<file path="src/logic/timer_tcw_pkg.sv">
// Function
// - Trigger zeroes counter, starts clock at tick
// - Software trigger command triggers this channel
// - Block sync command acts as software trigger
// - Period compare match triggers when enabled, capture mode only
// - Waveform bit clear selects capture, inputs only
// - Capture A/B load on chosen line-A edges
// - A loads first or after B loaded
// - B loads only after A loaded
// - Reload before read overwrites, sets overrun flag
// - Capture trigger line and edge, zero disables
// - Waveform mode drives line A, maybe B
// - Scheme 00 counts up full range, wraps
// - Scheme 10 counts up to period, resets
// - Scheme 01 counts up/down full range
// - Scheme 11 counts up/down to period
// - Up/down trigger reverses count direction
// - Period match stops or disables counter clock
// - Event select, event edge, event trigger enable
// - Event on line B frees line B output
// - Output controller set/clear/toggle per event
// - Gray enable drives 2-bit gray on A/B
// - Start/stop only while clock enabled
// - Select 0 picks line B, 1 line A
package timer_tcw_pkg;

    localparam int unsigned CNT_W = 32;

    // Edge selection codes shared by load, trigger and event fields
    localparam logic [1:0] EDGE_NONE = 2'h0;
    localparam logic [1:0] EDGE_RISE = 2'h1;
    localparam logic [1:0] EDGE_FALL = 2'h2;
    localparam logic [1:0] EDGE_BOTH = 2'h3;

    // Counting schemes; bit 0 means up/down, bit 1 means period-limited
    localparam logic [1:0] SCHEME_UP_FULL = 2'h0;
    localparam logic [1:0] SCHEME_UPDN_FULL = 2'h1;
    localparam logic [1:0] SCHEME_UP_PERIOD = 2'h2;
    localparam logic [1:0] SCHEME_UPDN_PERIOD = 2'h3;

    // External event sources
    localparam logic [1:0] EVT_LINE_B = 2'h0;
    localparam logic [1:0] EVT_CLK_0 = 2'h1;
    localparam logic [1:0] EVT_CLK_1 = 2'h2;
    localparam logic [1:0] EVT_CLK_2 = 2'h3;

    // Output controller actions
    localparam logic [1:0] ACT_NONE = 2'h0;
    localparam logic [1:0] ACT_SET = 2'h1;
    localparam logic [1:0] ACT_CLEAR = 2'h2;
    localparam logic [1:0] ACT_TOGGLE = 2'h3;

    localparam logic [CNT_W-1:0] CNT_ZERO = 32'h0000_0000;
    localparam logic [CNT_W-1:0] CNT_ONE = 32'h0000_0001;
    localparam logic [CNT_W-1:0] CNT_MAX = 32'hFFFF_FFFF;

    function automatic logic edge_hit(input logic [1:0] sel,
                                      input logic cur,
                                      input logic prev);
        return (sel == EDGE_RISE && cur && !prev) ||
               (sel == EDGE_FALL && !cur && prev) ||
               (sel == EDGE_BOTH && cur != prev);
    endfunction : edge_hit

    function automatic logic apply_act(input logic lvl,
                                       input logic [1:0] act,
                                       input logic hit);
        logic r;
        r = lvl;
        if (hit) begin
            case (act)
                ACT_SET: r = 1'b1;
                ACT_CLEAR: r = 1'b0;
                ACT_TOGGLE: r = !lvl;
                default: r = lvl;
            endcase
        end
        return r;
    endfunction : apply_act

endpackage : timer_tcw_pkg

</file>
<file path="src/logic/timer_trigger_capture_waveform.sv">
`timescale 1ns/1ns
module timer_trigger_capture_waveform
    import timer_tcw_pkg::*;
(
    // Clock and reset
    input wire logic clk_sys,
    input wire logic srst,
    // Command pulses
    input wire logic clk_enable_cmd,
    input wire logic clk_disable_cmd,
    input wire logic software_trigger_cmd,
    input wire logic block_sync_cmd,
    input wire logic capture_a_read,
    input wire logic capture_b_read,
    input wire logic status_read,
    // Mode configuration
    input wire logic wave_mode,
    input wire logic period_compare_trigger_en,
    input wire logic [1:0] capture_a_load_edge,
    input wire logic [1:0] capture_b_load_edge,
    input wire logic ab_trigger_select,
    input wire logic [1:0] capture_trigger_edge,
    input wire logic [1:0] ext_event_select,
    input wire logic [1:0] ext_event_edge,
    input wire logic ext_event_trigger_en,
    input wire logic [1:0] count_scheme_select,
    input wire logic period_compare_stop,
    input wire logic period_compare_disable,
    input wire logic gray_count_enable,
    input wire logic gray_count_down,
    // Output controller actions
    input wire logic [1:0] a_act_compare_a,
    input wire logic [1:0] a_act_period,
    input wire logic [1:0] a_act_event,
    input wire logic [1:0] a_act_sw_trigger,
    input wire logic [1:0] b_act_compare_b,
    input wire logic [1:0] b_act_period,
    input wire logic [1:0] b_act_event,
    input wire logic [1:0] b_act_sw_trigger,
    // Compare values
    input wire logic [CNT_W-1:0] compare_a_value,
    input wire logic [CNT_W-1:0] compare_b_value,
    input wire logic [CNT_W-1:0] period_compare_value,
    // Selected counter clock, one cycle per active edge
    input wire logic count_tick,
    // External lines
    input wire logic ext_clock_0,
    input wire logic ext_clock_1,
    input wire logic ext_clock_2,
    input wire logic timer_line_a_in,
    input wire logic timer_line_b_in,
    output logic timer_line_a_out,
    output logic timer_line_a_oe,
    output logic timer_line_b_out,
    output logic timer_line_b_oe,
    // Status
    output logic [CNT_W-1:0] counter_value_reg,
    output logic [CNT_W-1:0] capture_a_reg,
    output logic [CNT_W-1:0] capture_b_value,
    output logic load_overrun_flag,
    output logic counter_clock_enabled,
    output logic counter_clock_running
);

    typedef struct packed {
        logic [CNT_W-1:0] cv;
        logic [CNT_W-1:0] ra;
        logic [CNT_W-1:0] rb;
        logic clk_en;
        logic clk_run;
        logic trig_pend;
        logic dir_down;
        logic expect_b;
        logic ra_unread;
        logic rb_unread;
        logic ovr;
        logic a_prev;
        logic b_prev;
        logic x0_prev;
        logic x1_prev;
        logic x2_prev;
        logic [1:0] gray;
        logic a_out;
        logic b_out;
        logic a_oe;
        logic b_oe;
    } state_t;

    state_t s_q;
    state_t s_d;

    logic tick_run;
    logic cap_src;
    logic cap_prev;
    logic cap_trig;
    logic ev_cur;
    logic ev_prev;
    logic ext_evt;
    logic sw_trig;
    logic rc_match;
    logic rc_trig;
    logic any_trig;
    logic apply_trig;
    logic updown;
    logic b_is_out;
    logic ld_a;
    logic ld_b;
    logic ra_match;
    logic rb_match;
    logic [CNT_W-1:0] top;

    always_comb begin
        s_d = s_q;
        tick_run = count_tick && s_q.clk_en && s_q.clk_run;
        updown = count_scheme_select[0];
        top = count_scheme_select[1] ? period_compare_value : CNT_MAX;
        b_is_out = wave_mode && ext_event_select != EVT_LINE_B;

        // Capture-mode external trigger source
        cap_src = ab_trigger_select ? timer_line_a_in : timer_line_b_in;
        cap_prev = ab_trigger_select ? s_q.a_prev : s_q.b_prev;
        cap_trig = !wave_mode &&
                   edge_hit(capture_trigger_edge, cap_src, cap_prev);

        // Waveform-mode external event source
        case (ext_event_select)
            EVT_LINE_B: begin
                ev_cur = timer_line_b_in;
                ev_prev = s_q.b_prev;
            end
            EVT_CLK_0: begin
                ev_cur = ext_clock_0;
                ev_prev = s_q.x0_prev;
            end
            EVT_CLK_1: begin
                ev_cur = ext_clock_1;
                ev_prev = s_q.x1_prev;
            end
            default: begin
                ev_cur = ext_clock_2;
                ev_prev = s_q.x2_prev;
            end
        endcase
        ext_evt = wave_mode && edge_hit(ext_event_edge, ev_cur, ev_prev);

        // Sampled once per clock; one-cycle pulses need from outside
        sw_trig = software_trigger_cmd || block_sync_cmd;
        rc_match = tick_run && s_q.cv == period_compare_value;
        // In waveform mode the period reset lives in the counting scheme
        rc_trig = rc_match && !wave_mode && period_compare_trigger_en;
        any_trig = sw_trig || cap_trig ||
                   (ext_evt && ext_event_trigger_en);

        // Triggers wait for the next active counter edge; a period match
        // is already seen on a tick, so it zeroes at that very edge
        apply_trig = (count_tick && s_q.trig_pend) || rc_trig;
        s_d.trig_pend = (s_q.trig_pend && !count_tick) || any_trig;

        if (apply_trig) begin
            if (s_q.clk_en) begin
                s_d.clk_run = 1'b1;
            end
            if (wave_mode && updown) begin
                // Direction flips; the count resumes from where it stood
                s_d.dir_down = !s_q.dir_down;
            end else begin
                s_d.cv = CNT_ZERO;
            end
            s_d.expect_b = 1'b0;
        end else if (tick_run) begin
            if (!wave_mode || count_scheme_select == SCHEME_UP_FULL) begin
                s_d.cv = s_q.cv + CNT_ONE;
            end else if (count_scheme_select == SCHEME_UP_PERIOD) begin
                s_d.cv = rc_match ? CNT_ZERO : s_q.cv + CNT_ONE;
            end else if (top == CNT_ZERO) begin
                // Degenerate period: hold at zero rather than underflow
                s_d.cv = CNT_ZERO;
                s_d.dir_down = 1'b0;
            end else if (!s_q.dir_down) begin
                if (s_q.cv >= top) begin
                    s_d.dir_down = 1'b1;
                    s_d.cv = s_q.cv - CNT_ONE;
                end else begin
                    s_d.cv = s_q.cv + CNT_ONE;
                end
            end else begin
                if (s_q.cv == CNT_ZERO) begin
                    s_d.dir_down = 1'b0;
                    s_d.cv = CNT_ONE;
                end else begin
                    s_d.cv = s_q.cv - CNT_ONE;
                end
            end
        end

        // Period compare stop/disable in waveform mode
        if (wave_mode && rc_match && s_q.clk_en) begin
            if (period_compare_stop) begin
                s_d.clk_run = 1'b0;
            end
            if (period_compare_disable) begin
                s_d.clk_en = 1'b0;
            end
        end

        // Disable wins over enable in the same command
        if (clk_disable_cmd) begin
            s_d.clk_en = 1'b0;
        end else if (clk_enable_cmd) begin
            s_d.clk_en = 1'b1;
        end

        // Capture loads; the sequence bit keeps A and B alternating
        ld_a = !wave_mode && !s_q.expect_b &&
               edge_hit(capture_a_load_edge, timer_line_a_in,
                        s_q.a_prev);
        ld_b = !wave_mode && s_q.expect_b &&
               edge_hit(capture_b_load_edge, timer_line_a_in,
                        s_q.a_prev);
        if (capture_a_read) begin
            s_d.ra_unread = 1'b0;
        end
        if (capture_b_read) begin
            s_d.rb_unread = 1'b0;
        end
        if (status_read) begin
            s_d.ovr = 1'b0;
        end
        if (ld_a) begin
            s_d.ra = s_q.cv;
            s_d.expect_b = 1'b1;
            s_d.ra_unread = 1'b1;
            if (s_q.ra_unread && !capture_a_read) begin
                s_d.ovr = 1'b1;
            end
        end
        if (ld_b) begin
            s_d.rb = s_q.cv;
            s_d.expect_b = 1'b0;
            s_d.rb_unread = 1'b1;
            if (s_q.rb_unread && !capture_b_read) begin
                s_d.ovr = 1'b1;
            end
        end

        // Output controller; later events take priority over earlier ones
        ra_match = tick_run && s_q.cv == compare_a_value;
        rb_match = tick_run && s_q.cv == compare_b_value && b_is_out;
        if (wave_mode && gray_count_enable) begin
            if (rc_match) begin
                s_d.gray = gray_count_down ? s_q.gray - 2'h1
                                           : s_q.gray + 2'h1;
            end
            s_d.a_out = s_d.gray[1] ^ s_d.gray[0];
            s_d.b_out = s_d.gray[1];
        end else if (wave_mode) begin
            s_d.a_out = apply_act(s_d.a_out, a_act_compare_a,
                                  ra_match);
            s_d.a_out = apply_act(s_d.a_out, a_act_period, rc_match);
            s_d.a_out = apply_act(s_d.a_out, a_act_event, ext_evt);
            s_d.a_out = apply_act(s_d.a_out, a_act_sw_trigger,
                                  sw_trig);
            if (b_is_out) begin
                s_d.b_out = apply_act(s_d.b_out, b_act_compare_b,
                                      rb_match);
                s_d.b_out = apply_act(s_d.b_out, b_act_period, rc_match);
                s_d.b_out = apply_act(s_d.b_out, b_act_event, ext_evt);
                s_d.b_out = apply_act(s_d.b_out, b_act_sw_trigger,
                                      sw_trig);
            end
        end
        s_d.a_oe = wave_mode;
        s_d.b_oe = b_is_out;

        s_d.a_prev = timer_line_a_in;
        s_d.b_prev = timer_line_b_in;
        s_d.x0_prev = ext_clock_0;
        s_d.x1_prev = ext_clock_1;
        s_d.x2_prev = ext_clock_2;
    end

    always_ff @(posedge clk_sys) begin
        if (srst) begin
            s_q <= '0;
        end else begin
            s_q <= s_d;
        end
    end

    assign counter_value_reg = s_q.cv;
    assign capture_a_reg = s_q.ra;
    assign capture_b_value = s_q.rb;
    assign load_overrun_flag = s_q.ovr;
    assign counter_clock_enabled = s_q.clk_en;
    assign counter_clock_running = s_q.clk_run;
    assign timer_line_a_out = s_q.a_out;
    assign timer_line_a_oe = s_q.a_oe;
    assign timer_line_b_out = s_q.b_out;
    assign timer_line_b_oe = s_q.b_oe;

endmodule : timer_trigger_capture_waveform

</file>
<file path="config.mk">
export PLATFORM = sky130hd
export DESIGN_NAME = timer_trigger_capture_waveform
export DESIGN_NICKNAME = d
export VERILOG_FILES = /design/src/logic/timer_tcw_pkg.sv /design/src/logic/timer_trigger_capture_waveform.sv
export SDC_FILE = /design/constraint.sdc
export NUM_CORES = 1
export LEC_CHECK = 0
export BUFFER_PORTS_ARGS = -buffer_cell sky130_fd_sc_hd__buf_4
export CORE_ASPECT_RATIO = 1.5
export CORE_MARGIN = 2
export CORE_UTILIZATION = 54
export CTS_CLUSTER_DIAMETER = 100
export DETAILED_ROUTE_END_ITERATION = 8
export MAX_ROUTING_LAYER = met4
export PLACE_DENSITY = 0.82
export SYNTH_ARGS = -nofsm -noshare
export SYNTH_HDL_FRONTEND = slang
export SYNTH_SLANG_ARGS = --single-unit
</file>
<file path="constraint.sdc">
create_clock -name clk_sys -period 3.92 [get_ports clk_sys]
set_input_delay 0.588 -clock clk_sys [delete_from_list [all_inputs] [get_ports clk_sys]]
set_output_delay 0.588 -clock clk_sys [all_outputs]
set_load 0.005 [all_outputs]
</file>
# --- Word level (Yosys, flattened, before mapping) ---
# Cells that the tools add are included.
op_classes:
  n_eq_ne: 49
  reduce_logical: 97
  add_sub_neg: 4
  order_cmp: 1
  bitwise_logic: 1
  n_mux: 76
op_table:
  columns: ["operator", "count"]
  rows:
  - ["$mux 32", 11]
  - ["$eq 32x32->1", 3]
  - ["$logic_not 32->1", 2]
  - ["$eq 2x2->1 const B", 26]
  - ["$mux 1", 47]
  - ["$logic_and 1x1->1", 44]
  - ["$add 32x1->32 const B", 1]
  - ["$ge 32x32->1", 1]
  - ["$sub 32x1->32 const B", 1]
  - ["$pmux 1 s3", 10]
  - ["$eq 2x1->1 const B", 13]
  - ["$logic_not 1->1", 20]
  - ["$reduce_bool 2->1", 9]
  - ["$mux 2", 8]
  - ["$logic_or 1x1->1", 14]
  - ["$ne 2x2->1 const B", 3]
  - ["$reduce_and 2->1", 3]
  - ["$logic_not 2->1", 2]
  - ["$reduce_and 4->1", 1]
  - ["$reduce_or 2->1", 2]
  - ["$ne 1x1->1", 3]
  - ["$add 2x1->2 const B", 1]
  - ["$ne 2x1->1 const B", 1]
  - ["$sub 2x1->2 const B", 1]
  - ["$xor 1x1->1", 1]
word_totals:
  output_inout_bits: 103
  reg_bits: 115
  wordCells: 249
  inputBits: 147

# --- Logic depth before layout (Yosys ltp) ---
depth:
  word_depth: 26
  depth_mapped: 16
  mapped_depth_nobuf: 12

# --- Least setup slack after synthesis ---
# OpenSTA, ideal clock, no wires.
synth_path:
  path_kind: "reg-to-reg"
  from: "reg s_q (netlist bit counter_value_reg[0])"
  to: "reg s_q (netlist bit counter_value_reg[6])"
  setup_ns: 0.086
  t_required_ns: 3.834
  setup_slack_ns: 0.736
  synth_period_minus_slack_ns: 3.184
  path_buffers: 3
  stages_incl_launch_ff: 16
  arrival_time_ns: 3.099
  path_cell_list: "dfxtp_1 -> clkbuf_1 -> clkbuf_1 -> inv_1 -> ha_1 -> nand2b_1 -> a21o_1 -> a211oi_1 -> o31a_1 -> o21ai_0 -> nand3_1 -> nand3_2 -> and2_1 -> clkbuf_1 -> o221a_2 -> a211oi_1"
synth_between:
  elab_chain_cells: 8
  elab_cells_between_ends: 21
  classes_between: "add/sub: 2; order compare: 1; eq/ne: 2; mux: 9; reduce/logical: 7"
synth_lines:
  columns: ["element", "line", "rtl"]
  rows:
  - ["from (decl)", "timer_trigger_capture_waveform.sv:89", "state_t s_q;"]
  - ["from (signal assigned)", "timer_trigger_capture_waveform.sv:284", "s_q <= '0;"]
  - ["from (signal assigned)", "timer_trigger_capture_waveform.sv:286", "s_q <= s_d;"]
  - ["$add 32x1->32, or another cell as far along", "timer_trigger_capture_waveform.sv:172, timer_trigger_capture_waveform.sv:174, timer_trigger_capture_waveform.sv:184", null]
  - ["$mux 32 (on tied branches)", "timer_trigger_capture_waveform.sv:180, timer_trigger_capture_waveform.sv:187", null]
  - ["$mux 32", "timer_trigger_capture_waveform.sv:179", "end else if (!s_q.dir_down) begin"]
  - ["$mux 32", "timer_trigger_capture_waveform.sv:175", "end else if (top == CNT_ZERO) begin"]
  - ["$mux 32", "timer_trigger_capture_waveform.sv:173", "end else if (count_scheme_select == SCHEME_UP_PERIOD) begin"]
  - ["$mux 32", "timer_trigger_capture_waveform.sv:171", "if (!wave_mode || count_scheme_select == SCHEME_UP_FULL) begin"]
  - ["$mux 32", "timer_trigger_capture_waveform.sv:170", "end else if (tick_run) begin"]
  - ["$mux 32", "timer_trigger_capture_waveform.sv:159", "if (apply_trig) begin"]
# Parallel ways exist; a longest one is shown, timed or not. The select of a mux whose other input is x is not followed.
# A chain may end at the register's enable or synchronous reset.

# --- Worst setup path after layout ---
layout_path:
  from: "reg s_q (netlist bit counter_value_reg[18])"
  to: "reg s_q (netlist bit timer_line_a_out)"
layout_between:
  elab_chain_cells: 20
  elab_cells_between_ends: 25
  classes_between: "eq/ne: 2; mux: 17; bitwise: 1; reduce/logical: 5"
layout_lines:
  columns: ["element", "line", "rtl"]
  rows:
  - ["$eq 32x32->1", "timer_trigger_capture_waveform.sv:247", "ra_match = tick_run && s_q.cv == compare_a_value;"]
  - ["$logic_and 1x1->1", "timer_trigger_capture_waveform.sv:247", null]
  - ["$mux 1", "timer_tcw_pkg.sv:70", "if (hit) begin"]
  - ["$mux 1", "timer_trigger_capture_waveform.sv:256", "end else if (wave_mode) begin"]
  - ["$mux 1", "timer_trigger_capture_waveform.sv:249", "if (wave_mode && gray_count_enable) begin"]
  - ["$logic_not 1->1", "timer_tcw_pkg.sv:74", "ACT_TOGGLE: r = !lvl;"]
  - ["$pmux 1 s3", "timer_tcw_pkg.sv:71", "case (act)"]
  - ["$mux 1", "timer_tcw_pkg.sv:70", null]
  - ["[... 4 more ...]", null, null]
  - ["$mux 1", "timer_tcw_pkg.sv:70", null]
  - ["$mux 1", "timer_trigger_capture_waveform.sv:256", null]
  - ["$mux 1", "timer_trigger_capture_waveform.sv:249", null]
  - ["$logic_not 1->1", "timer_tcw_pkg.sv:74", null]
  - ["$pmux 1 s3", "timer_tcw_pkg.sv:71", null]
  - ["$mux 1", "timer_tcw_pkg.sv:70", null]
  - ["$mux 2", "timer_trigger_capture_waveform.sv:256", null]
  - ["$mux 2 *", "timer_trigger_capture_waveform.sv:249", null]
# Mark *: on every way between the ends. The rest lies on a longest branch, timed or not. The select of a mux whose other input is x is not followed.

==> metrics.txt <==
commonest cells in the synthesized netlist nand2_1 (188), a21oi_1 (120), dfxtp_1 (115), xor2_1 (102), buf_4 (98); Peak supply drop 0.340 mV; Worst Hold Class in2reg; grt ovf 0; H-tree levels 4; Max stage delay on crit path 0.62 ns; CP Buf/Inv Count 1; Post-DRT Antenna Nets 0; postcts setup bufs 0; fraction of registers with async set/reset 0%; num rows between 50 and 60; M1 wire length about 13000 um; Die H 165 um; clock sink count 115; nets@finish 1594; die area 0.0183 mm^2; highest clock rate about 0.29 GHz; critical path, cell by cell buf_4 -> xor2_1 -> nor4_1 -> nand4_1 -> nor3_1 -> a211oi_1 -> a211oi_1 -> o21ai_1 -> a21oi_1 -> mux2i_1 -> o32ai_1; Final Hold Fails 0; CP arrival 3.71 ns; RSZ-0062 raised after global routing false; FF+latch count, synth between 100 and 150; CP Max Fanout 19; core area 0.0168 mm^2; Worst-path clk slew 0.06 ns; Crit-path slowest cell nor3_1; WL met2 17700 um; Final Cycle Share 87.3%; Setup-failing EPs final 0; Filler cells 1488; 1st-pass router iterations 5; max cap viols 0; CTS Buffer Depth 2; gr usage total approximately two fifths; synth unique cells about 80; Diodes inserted 0; DR iter-0 viols 898; Clock Tree Root clkbuf_16; worst clock skew 0.0103 ns; crit-path most repeated cell a211oi_1; register area share after synthesis 24.7%; startpoint types flop; Worst Setup End Kind flop; cell taking the most area after synthesis dfxtp_1; Starting Density 55.4%; Slew Limit Fails 0; Worst Hold Slack approximately 0.33 ns; vias per inst a little over 6; layout cell share with drive strength beyond 1 around 27%; DR top layer met4; wire per inst 22.2 um; total number of yosys warnings 0; Pleak 5.29 nW; IO Pins 250; met3 WL roughly 2800 um; total CTS buffers 17; setup TNS 0 ns; Mapped Area about 0.0093 mm^2; layout overhead on the synthesized area 24.2%; Yosys top cell area share 24.7%; Port Buffer Count about 250; Synthesized Nets 1432; final WL roughly 36000 um; clk_lat worst skew about 0.42 ns; minimum clock period 3.42 ns; CP Class reg2reg; # DRC 0; initial antenna violation count 0; Worst EP required 4.21 ns; Synth area leaders dfxtp_1 (25%), xor2_1 (9.6%), buf_4 (7.9%); most common cell in the netlist nand2_1; Main synth FF type dfxtp_1; first-pass GRT wire length 53300 um; cts repair resizes 0; syn avg cell area between 7 and 8 um^2; Post-DP HPWL roughly 28000 um; CTS tree built; chip width 111 um; cell count after synthesis 1251; vias in the first global route 9548; gpl congestion 1.07; total number of vias 10100; Slew HR 47.2%; Least-Margin Pin Slew 0.792 ns; total power per unit cell area 273 mW/mm^2; CTS Hold Bufs 0; Post-synth EDFFs 0; delay-heaviest family, CP simple AND/OR/NAND/NOR gates; largest net degree at the start of global routing 76; status completed
where the power goes:
group | internal [W] | switching [W] | leakage, nW
combinational | 0.000198 | 0.000209 | 4.08
sequential | 0.00118 | 0.00000687 | 0.929
clock | 0.000904 | 0.000666 | 0.281
total | 0.00228 | 0.000881 | 5.29
through the flow:
step           total power [W]  cells  utilization [%]  setup slack (ns)  instance area (um^2)
2_1_floorplan          0.00139   1251                -             0.736                  9320
3_3_place_gp           0.00160   1604             65.3             0.376                 11000
3_5_place_dp           0.00161   1604             65.3             0.373                 11000
4_1_cts                0.00317   1636             68.8             0.575                 11600
5_1_grt                0.00325   1636             68.8             0.378                 11600
6_report               0.00316   1636             68.8             0.496                 11600
cell usage in the layout, fill, tap and decap left out, types with 11 or more instances in the layout:
| master | n |
|---|---|
| xnor2_1 | 21 |
| and3_1 | 16 |
| a21oi_1 | 120 |
| nand2b_1 | 16 |
| xor2_1 | 102 |
| nor2b_1 | 44 |
| nand2_1 | 188 |
| buf_4 | 327 |
| clkbuf_16 | 17 |
| nor3_1 | 28 |
| o21ai_0 | 20 |
| nand3_1 | 31 |
| dfxtp_1 | 115 |
| a211oi_1 | 15 |
| ha_1 | 34 |
| nor4_1 | 39 |
| nor2_1 | 62 |
| inv_1 | 15 |
| nand4_1 | 14 |
| o21ai_1 | 13 |
| a21o_1 | 17 |
| or3_1 | 11 |
routing by layer:
| metal | up-vias | track usage, % |
|---|---|---|
| met4 | 0 | 24.9 |
| met5 | - | - |
| met3 | 162 | 6.20 |
| met1 | 4724 | 42.3 |
| met2 | 593 | 65.4 |
| li1 | 4611 | - |
layout make-up:
type,count,area (um^2),area share (%)
multi-input combinational,934,5870,50.7
clock inverter,15,161,1.39
sequential,115,2300,19.9
tap,210,263,2.27
timing repair buffer,329,2490,21.5
clock buffer,17,425,3.67
inverter,16,60.1,0.519
worst paths after layout:
path / start / to / slack (ns) / cells after the start
max: counter_value_reg[18]$_SDFFE_PP0P_ / timer_line_a_out$_SDFFE_PP0P_ / 0.50 / 11
min: clk_disable_cmd / counter_clock_enabled$_SDFFE_PP0P_ / 0.33 / 2
max reg2reg: counter_value_reg[18]$_SDFFE_PP0P_ / timer_line_a_out$_SDFFE_PP0P_ / 0.50 / 11
min reg2reg: capture_b_value[21]$_SDFFE_PP0P_ / capture_b_value[21]$_SDFFE_PP0P_ / 0.46 / 2
cell families (layout without fill, tap and decap cells):
group | after synthesis | after routing | synth area share [%]
and+or+nand+nor | 482 | 482 | 25.7
muxes | 11 | 11 | 1.48
adders and majority gates | 34 | 34 | 4.57
DFF | 115 | 115 | 24.7
xor gates and xnor gates | 123 | 123 | 11.6
AOI/OAI and AO/OA | 284 | 284 | 19.5
buffers and inverters | 202 | 377 | 12.4
No activity file was read; power rests on OpenSTA's default activity.
